===== config.mk =====
export PLATFORM = sky130hd
export DESIGN_NAME = cmc_mode_ctrl
export DESIGN_NICKNAME = d
export VERILOG_FILES = /design/src/cmc_pkg.sv /design/src/cmc_mode_ctrl.sv
export SDC_FILE = /design/constraint.sdc
export NUM_CORES = 1
export LEC_CHECK = 0
export BUFFER_PORTS_ARGS = -buffer_cell sky130_fd_sc_hd__buf_2
export CAP_MARGIN = 5
export CORE_MARGIN = 8
export CORE_UTILIZATION = 50
export DETAILED_ROUTE_END_ITERATION = 10
export PLACE_DENSITY = 0.81
export SLEW_MARGIN = 20
export SYNTH_ARGS = -nofsm -noshare
export SYNTH_HDL_FRONTEND = slang
export SYNTH_HIERARCHICAL = 1
export SYNTH_SLANG_ARGS = --single-unit

===== constraint.sdc =====
create_clock -name i_sys_clk -period 3.9 [get_ports i_sys_clk]
set_clock_uncertainty 0.05 [all_clocks]
set_input_delay 0.78 -clock i_sys_clk [delete_from_list [all_inputs] [get_ports i_sys_clk]]
set_output_delay 0.78 -clock i_sys_clk [all_outputs]
set_load 0.05 [all_outputs]

===== src/cmc_pkg.sv =====
package cmc_pkg;
    // operating states
    typedef enum logic [2:0] {
        CMC_SLEEP  = 3'b000,
        CMC_INIT   = 3'b001,
        CMC_SYNC   = 3'b010,
        CMC_NORMAL = 3'b011,
        CMC_WAKE   = 3'b100
    } cmc_state_t;

    // bus levels
    localparam logic       CMC_RECESSIVE = 1'b1;
    localparam logic       CMC_DOMINANT  = 1'b0;
    // recessive bits that make bus idle
    localparam logic [3:0] CMC_IDLE_BITS = 4'hB;
    localparam logic [3:0] CMC_CNT_ONE   = 4'h1;
    // identifier widths
    localparam int         CMC_ID_W      = 29;
    localparam int         CMC_STD_W     = 11;
    localparam int         CMC_EXT_PAD   = CMC_ID_W - CMC_STD_W;
    // receive message slots
    localparam logic [1:0] CMC_MSG_MAX   = 2'h3;
    localparam logic [1:0] CMC_MSG_ONE   = 2'h1;
    // paged window: 16-byte pages
    localparam int         CMC_OFFS_W    = 4;
    localparam int         CMC_PAGE_W    = 3;
    // receive data buffer
    localparam int         CMC_FIFO_W    = 8;
    localparam int         CMC_FIFO_D    = 8;
endpackage : cmc_pkg


===== src/cmc_mode_ctrl.sv =====
`timescale 1ns/100ps
`default_nettype none

module cmc_fifo #(
    parameter int W = 8,
    parameter int D = 8
) (
    // clock and reset
    input  wire logic         i_clk,
    input  wire logic         i_rstn,
    input  wire logic         i_ce,
    // fill side
    input  wire logic         i_valid,
    input  wire logic [W-1:0] i_data,
    output logic              o_ready,
    // drain side
    output logic              o_valid,
    output logic [W-1:0]      o_data,
    input  wire logic         i_ready
);
    localparam int AW = $clog2(D);
    localparam logic [AW:0] DEPTH = (AW+1)'(D);

    logic [W-1:0] mem_q [D];
    logic [AW-1:0] wr_q;
    logic [AW-1:0] rd_q;
    logic [AW:0]   cnt_q;
    logic [AW:0]   cnt_d;
    wire           push = i_ce && i_valid && o_ready;
    wire           pop  = i_ce && o_valid && i_ready;
    wire [AW-1:0]  wr_d = push ? AW'(wr_q + 1'b1) : wr_q;
    wire [AW-1:0]  rd_d = pop ? AW'(rd_q + 1'b1) : rd_q;
    // a push into the slot about to be shown goes straight out
    wire           bypass = push && (wr_q == rd_d);

    assign cnt_d   = cnt_q + (AW+1)'(push) - (AW+1)'(pop);

    always_ff @(posedge i_clk) begin
        if (push) begin
            mem_q[wr_q] <= i_data;
        end
    end

    always_ff @(posedge i_clk) begin
        if (!i_rstn) begin
            wr_q    <= '0;
            rd_q    <= '0;
            cnt_q   <= '0;
            o_ready <= 1'b1;
            o_valid <= 1'b0;
            o_data  <= '0;
        end else if (i_ce) begin
            wr_q    <= wr_d;
            rd_q    <= rd_d;
            cnt_q   <= cnt_d;
            o_ready <= (cnt_d != DEPTH);
            o_valid <= (cnt_d != '0);
            o_data  <= bypass ? i_data : mem_q[rd_d];
        end
    end
endmodule // cmc_fifo

module cmc_mode_ctrl
    import cmc_pkg::*;
(
    // clock, reset, enable
    input  wire logic                  i_sys_clk,
    input  wire logic                  i_rstn,
    input  wire logic                  i_clk_en,
    // control bits
    input  wire logic                  i_init_request,
    input  wire logic                  i_sleep_request,
    input  wire logic                  i_auto_wakeup_select,
    input  wire logic                  i_wakeup_irq_enable,
    input  wire logic                  i_silent_select,
    input  wire logic                  i_loopback_select,
    // status bits
    output logic                       o_init_acknowledge,
    output logic                       o_sleep_acknowledge,
    output logic                       o_normal_mode,
    output logic                       o_sleep_request_clr,
    output logic                       o_wakeup_irq,
    // bus pins
    input  wire logic                  i_bus_rx_pin,
    output logic                       o_bus_tx_pin,
    // protocol core side
    input  wire logic                  i_bit_tick,
    input  wire logic                  i_core_tx,
    output logic                       o_core_rx,
    output logic                       o_core_clk_en,
    output logic                       o_tx_allow,
    output logic                       o_ack_err_ignore,
    // transmit mailboxes
    input  wire logic [1:0]            i_tx_pending,
    input  wire logic [1:0]            i_tx_ext,
    input  wire logic [CMC_ID_W-1:0]   i_tx_id0,
    input  wire logic [CMC_ID_W-1:0]   i_tx_id1,
    output logic                       o_tx_sel,
    output logic                       o_tx_go,
    // receive message store
    input  wire logic                  i_msg_stored,
    input  wire logic                  i_msg_release,
    input  wire logic                  i_overrun_clr,
    output logic [1:0]                 o_msg_count,
    output logic                       o_msg_overrun,
    // receive data stream
    input  wire logic                  i_rx_valid,
    input  wire logic [CMC_FIFO_W-1:0] i_rx_data,
    output logic                       o_rx_ready,
    output logic                       o_rd_valid,
    output logic [CMC_FIFO_W-1:0]      o_rd_data,
    input  wire logic                  i_rd_ready,
    // paged window
    input  wire logic [CMC_PAGE_W-1:0] i_page_sel,
    input  wire logic [CMC_OFFS_W-1:0] i_win_offs,
    output logic [CMC_PAGE_W+CMC_OFFS_W-1:0] o_win_addr
);
    cmc_state_t state_q;
    cmc_state_t state_d;
    logic       rx_meta_q;
    logic       rx_sync_q;
    logic       rx_prev_q;
    logic [3:0] idle_cnt_q;
    logic       silent_q;
    logic       lbk_q;
    logic [1:0] msg_q;

    // receive level seen by the core path
    wire rx_eff = lbk_q ? i_core_tx :
                  (silent_q ? (rx_sync_q & i_core_tx) : rx_sync_q);
    wire syncing = (state_q == CMC_SYNC) || (state_q == CMC_WAKE);
    wire bus_idle = (idle_cnt_q == CMC_IDLE_BITS);
    wire activity = (state_q == CMC_SLEEP) &&
                    (rx_sync_q == CMC_DOMINANT);
    wire act_edge = activity && (rx_prev_q == CMC_RECESSIVE);
    wire auto_wake = activity && i_auto_wakeup_select;
    wire run_d = (state_d == CMC_NORMAL);
    wire tx_ok_d = run_d && !silent_q;
    wire awake = (state_q != CMC_SLEEP);

    // identifier keys: standard ids align with extended msbs
    wire [CMC_ID_W-1:0] key0 = i_tx_ext[0] ? i_tx_id0 :
        {i_tx_id0[CMC_STD_W-1:0], {CMC_EXT_PAD{1'b0}}};
    wire [CMC_ID_W-1:0] key1 = i_tx_ext[1] ? i_tx_id1 :
        {i_tx_id1[CMC_STD_W-1:0], {CMC_EXT_PAD{1'b0}}};
    wire pick1 = i_tx_pending[1] &&
                 (!i_tx_pending[0] || (key1 < key0));

    // message store counter next values
    wire msg_dec = i_msg_release && (msg_q != '0);
    wire msg_inc = i_msg_stored && (msg_q != CMC_MSG_MAX || msg_dec);
    wire msg_ovf = i_msg_stored && (msg_q == CMC_MSG_MAX) &&
                   !msg_dec;

    always_comb begin
        state_d = state_q;
        case (state_q)
            CMC_SLEEP: begin
                // init request ignored here
                if (!i_sleep_request || auto_wake) begin
                    state_d = CMC_WAKE;
                end
            end
            CMC_WAKE: begin
                // request bit still set while its clear is under way
                if (i_sleep_request && !o_sleep_request_clr) begin
                    state_d = CMC_SLEEP;
                end else if (bus_idle) begin
                    state_d = CMC_NORMAL;
                end
            end
            CMC_INIT: begin
                if (!i_init_request) begin
                    state_d = i_sleep_request ? CMC_SLEEP
                                              : CMC_SYNC;
                end
            end
            CMC_SYNC: begin
                if (i_init_request) begin
                    state_d = CMC_INIT;
                end else if (i_sleep_request) begin
                    state_d = CMC_SLEEP;
                end else if (bus_idle) begin
                    state_d = CMC_NORMAL;
                end
            end
            CMC_NORMAL: begin
                if (i_init_request) begin
                    state_d = CMC_INIT;
                end else if (i_sleep_request) begin
                    state_d = CMC_SLEEP;
                end
            end
            default: begin
                state_d = CMC_SLEEP;
            end
        endcase
    end

    always_ff @(posedge i_sys_clk) begin
        if (!i_rstn) begin
            state_q <= CMC_SLEEP;
        end else if (i_clk_en) begin
            state_q <= state_d;
        end
    end

    // two-stage receive pin synchroniser
    always_ff @(posedge i_sys_clk) begin
        if (!i_rstn) begin
            rx_meta_q <= CMC_RECESSIVE;
            rx_sync_q <= CMC_RECESSIVE;
            rx_prev_q <= CMC_RECESSIVE;
        end else if (i_clk_en) begin
            rx_meta_q <= i_bus_rx_pin;
            rx_sync_q <= rx_meta_q;
            rx_prev_q <= rx_sync_q;
        end
    end

    // consecutive recessive bit counter
    always_ff @(posedge i_sys_clk) begin
        if (!i_rstn) begin
            idle_cnt_q <= '0;
        end else if (i_clk_en) begin
            if (!syncing || state_d != state_q) begin
                idle_cnt_q <= '0;
            end else if (i_bit_tick && !bus_idle) begin
                idle_cnt_q <= (rx_eff == CMC_RECESSIVE) ?
                    idle_cnt_q + CMC_CNT_ONE : '0;
            end
        end
    end

    // test selection caught in init; other config untouched
    always_ff @(posedge i_sys_clk) begin
        if (!i_rstn) begin
            silent_q <= 1'b0;
            lbk_q    <= 1'b0;
        end else if (i_clk_en && state_q == CMC_INIT) begin
            silent_q <= i_silent_select;
            lbk_q    <= i_loopback_select;
        end
    end

    // mode status and pin outputs
    always_ff @(posedge i_sys_clk) begin
        if (!i_rstn) begin
            o_init_acknowledge  <= 1'b0;
            o_sleep_acknowledge <= 1'b1;
            o_normal_mode       <= 1'b0;
            o_sleep_request_clr <= 1'b0;
            o_wakeup_irq        <= 1'b0;
            o_bus_tx_pin        <= CMC_RECESSIVE;
            o_core_rx           <= CMC_RECESSIVE;
            o_core_clk_en       <= 1'b0;
            o_tx_allow          <= 1'b0;
            o_ack_err_ignore    <= 1'b0;
        end else if (i_clk_en) begin
            o_init_acknowledge  <= (state_d == CMC_INIT);
            o_sleep_acknowledge <= (state_d == CMC_SLEEP) ||
                                   (state_d == CMC_WAKE);
            o_normal_mode       <= run_d || (state_d == CMC_SYNC);
            o_sleep_request_clr <= auto_wake;
            o_wakeup_irq        <= act_edge &&
                                   i_wakeup_irq_enable;
            o_bus_tx_pin        <= tx_ok_d ? i_core_tx
                                           : CMC_RECESSIVE;
            o_core_rx           <= rx_eff;
            o_core_clk_en       <= (state_d != CMC_SLEEP);
            o_tx_allow          <= tx_ok_d;
            o_ack_err_ignore    <= lbk_q;
        end
    end

    // scheduler and window address
    always_ff @(posedge i_sys_clk) begin
        if (!i_rstn) begin
            o_tx_sel   <= 1'b0;
            o_tx_go    <= 1'b0;
            o_win_addr <= '0;
        end else if (i_clk_en) begin
            o_tx_sel   <= pick1;
            o_tx_go    <= tx_ok_d && (i_tx_pending != '0);
            o_win_addr <= {i_page_sel, i_win_offs};
        end
    end

    // message store status, frozen in sleep
    always_ff @(posedge i_sys_clk) begin
        if (!i_rstn) begin
            msg_q         <= '0;
            o_msg_overrun <= 1'b0;
        end else if (i_clk_en && awake) begin
            msg_q <= msg_q + (msg_inc ? CMC_MSG_ONE : '0)
                           - (msg_dec ? CMC_MSG_ONE : '0);
            o_msg_overrun <= msg_ovf ||
                             (o_msg_overrun && !i_overrun_clr);
        end
    end
    assign o_msg_count = msg_q;

    cmc_fifo #(
        .W (CMC_FIFO_W),
        .D (CMC_FIFO_D)
    ) u_rx_fifo (
        .i_clk   (i_sys_clk),
        .i_rstn  (i_rstn),
        .i_ce    (i_clk_en),
        .i_valid (i_rx_valid && awake),
        .i_data  (i_rx_data),
        .o_ready (o_rx_ready),
        .o_valid (o_rd_valid),
        .o_data  (o_rd_data),
        .i_ready (i_rd_ready)
    );
endmodule // cmc_mode_ctrl
`default_nettype wire


==> flow_metrics.tcl <==
set metrics [dict create \
    status "finished, final reports clean" \
    clock_latency_ns 0.41 \
    start_util 0.503 \
    met3_usage 0.0625 \
    seq_area_mm2 0.00300 \
    pre_cts_ws_ns 0.748 \
    path_clk_slew_ns 0.05 \
    setup_viol_count_final 0 \
    final.fill_count 1160 \
    tightestPinTransition_ns 0.728 \
    power.density_mw_per_mm2 405 \
    synth.distinct_cells 61 \
    gr-usage-met2 0.321 \
    clkPwrFrac 0.427 \
    clock-sinks 118 \
    synth_edf_count 64 \
    diodes 0 \
    syn_to_final_growth_pct 19.2 \
    ys_seq_area_frac 0.437 \
    cts_htree_levels 4 \
    dp_hpwl_mm 11.9 \
    min_period_over_period 0.757 \
    numCtsBuffers 17 \
    startpoint_type "flip-flop" \
    postCtsSetupRepairBufs 0 \
    grt_use_total 0.194 \
    worst-endpoint-arrival_ns 3.19 \
    core_area_mm2 0.0137 \
    seqPwrFrac 0.416 \
    switchingPower_uw 882 \
    netlist_instances 662 \
    grt-ovfl-total 0 \
    vdd_drop_max_mv 0.303 \
    async_reset_ff_frac 0 \
    root_buffer "clkbuf_16" \
    netSwitchingFraction 0.266 \
    gp_congestion 0.807 \
    path_class "flip-flop to flip-flop" \
    viasPerCell 5.74 \
    synth_area_mm2 0.00687 \
    internal-power_mw 2.43 \
    first_pass_iters 5 \
    ios 126 \
    ys.flop_type "edfxtp_1" \
    ys_warn_count 6 \
    first_global_vias 5804 \
    fin_setup_tns_ns 0 \
    clockBufferDepth 2 \
    layout.nets 913 \
    cp_max_fo 12 \
    critPathCaptureType "flip-flop" \
    synth.avg_cell_area_um2 10.4 \
    cts_tree "built" \
    cts_resized 0 \
    multi_input_area_mm2 0.00363 \
    grt_max_degree 52 \
    gr-usage-met1 0.233 \
    hold_path.class "flip-flop to flip-flop" \
    via_count 5598 \
    drt-initial-drc-count 425 \
    comb_power_share 0.157 \
    io_buffers 125 \
    slew_violations 0 \
    cp.required_ns 4.13 \
    grt_pass1_wl_mm 28.0 \
    timing.slew.headroom 0.514 \
    fp-row-count 43 \
    wire_per_inst_um 17.5 \
    max_freq_mhz 339 \
    wirelength_mm 17.1 \
    die_x_um 133 \
    die_area_mm2 0.0178 \
    drv_cap 0 \
    synth_nets 793 \
    cts_hold_buf 0 \
    drc 0 \
    drive_gt1_frac 0.258 \
    fin_cells 975 \
    final.setup.worst_slack_ns 0.948 \
    placedCellCount 943 \
    rsz0062_at_grt "no" \
    dieHeight_um 133 \
    holdPathStages 2 \
    ys_ff_latch 118 \
    period_needed_ns 2.95 \
    ff2ff_path_depth 12 \
    final_hold_viol_count 0 \
    leakagePower_nw 3.20 \
    final_antenna_net_count 0 \
    grt.busiest_layer "met2" \
    antenna_found_initial 0 \
]
## critical path, stage by stage (launching register included)
cell and delay [ns]:
dfxtp_1 0.43, or3_4 0.48, and2_1 0.21, nand3_2 0.18, ha_1 0.26, inv_1 0.05
ha_1 0.15, inv_1 0.05, fa_1 0.37, xnor2_1 0.16, nor3_1 0.21, nor2b_1 0.15
o21ai_1 0.06
## routing by layer
metal / up-vias / share of wire
li1: 2736 / -
met1: 2611 / 0.43
met2: 222 / 0.47
met3: 29 / 0.080
met4: 0 / 0.016
met5: - / 0
## path summary, 6_finish.rpt
kind	slack, ns	endpoint	startpoint
hold / removal	0.41	o_tx_go$_SDFFE_PN0P_	o_tx_go$_SDFFE_PN0P_
hold reg to reg	0.41	o_tx_go$_SDFFE_PN0P_	o_tx_go$_SDFFE_PN0P_
setup / recovery	0.95	u_rx_fifo/o_ready$_SDFFE_PN1P_	state_q[2]$_SDFFE_PN0P_
setup reg to reg	0.95	u_rx_fifo/o_ready$_SDFFE_PN1P_	state_q[2]$_SDFFE_PN0P_
## layout make-up
type	instances	area share
Clock buffer	22	0.0554
Clock inverter	10	0.0101
Inverter	10	0.00458
Multi-Input combinational cell	492	0.443
Sequential cell	118	0.367
Tap cell	180	0.0275
Timing Repair Buffer	143	0.0929
## flip-flops by register name (all words and copies together), names as in the netlist, 2 cells and up
| name | flops |
|---|---|
| o_msg_count | 2 |
| u_rx_fifo/rd_q | 3 |
| u_rx_fifo/cnt_q | 4 |
| state_q | 3 |
| u_rx_fifo/wr_q | 3 |
| u_rx_fifo/mem_q | 64 |
| idle_cnt_q | 4 |
| o_win_addr | 7 |
| u_rx_fifo/o_data | 8 |
## power groups by stage
stage / logic, mW / clock network, mW / registers [mW]
after global placement: 0.506 / 0 / 1.40
after CTS: 0.519 / 1.43 / 1.38
after global routing: 0.574 / 1.48 / 1.38
after detailed placement: 0.515 / 0 / 1.40
after floorplan: 0.300 / 0 / 1.47
final: 0.519 / 1.42 / 1.38
## per-stage QoR
stage,hold WS (ns),power (mW),area [µm²],utilization
after floorplan,0.391,1.77,6870,-
after global placement,0.394,1.91,7650,0.560
after detailed placement,0.405,1.92,7650,0.560
after CTS,0.416,3.33,8190,0.599
after global routing,0.447,3.44,8190,0.599
final,0.414,3.32,8190,0.599
## cells by family after synthesis
group / Yosys count / share of synthesized area
multiplexers: 72 / 0.109
flip-flops: 118 / 0.437
AO/OA/AOI/OAI: 173 / 0.173
adder cells (fa/ha/maj): 37 / 0.0685
XOR/XNOR: 16 / 0.0226
AND/OR/NAND/NOR: 194 / 0.154
buffers and inverters: 52 / 0.0364
## cells in the final DEF, fill, tap and decap left out, types with 17 or more instances in the layout
cell type	instances
a2111oi_0	18
nor2_1	35
clkbuf_16	17
edfxtp_1	64
nor2b_1	40
buf_4	18
nand2_1	48
o21ai_0	22
a21oi_1	65
mux2i_1	60
ha_1	35
dfxtp_1	53
a211oi_1	35
and2_1	26
buf_2	125
## synthesized netlist by cell type, types with 2 or more instances
master	n	area [µm²]
a2111oi_0	18	158
a211oi_1	35	263
a21oi_1	65	325
a221o_1	9	90.1
a31oi_1	2	12.5
and2_1	26	163
buf_1	2	7.51
buf_2	16	80.1
buf_4	5	37.5
buf_6	2	22.5
clkbuf_1	16	60.1
dfxtp_1	54	1080
edfxtp_1	64	1920
ha_1	36	450
inv_1	9	33.8
mux2_2	11	124
mux2i_1	60	601
nand2_1	48	180
nand2b_1	3	18.8
nand3_1	6	30.0
nand3_2	2	20.0
nand3b_1	3	22.5
nand4_1	8	50.1
nor2_1	35	131
nor2b_1	40	250
nor3_1	6	30.0
nor4_1	3	18.8
o211a_1	2	20.0
o211ai_1	3	22.5
o21ai_0	22	110
o21ai_1	3	15.0
o22ai_1	2	12.5
o31ai_4	2	42.5
or3_1	4	25.0
xnor2_1	10	87.6
xnor2_2	2	32.5
xor2_1	4	35.0
No activity file was read; power rests on OpenSTA's default activity.
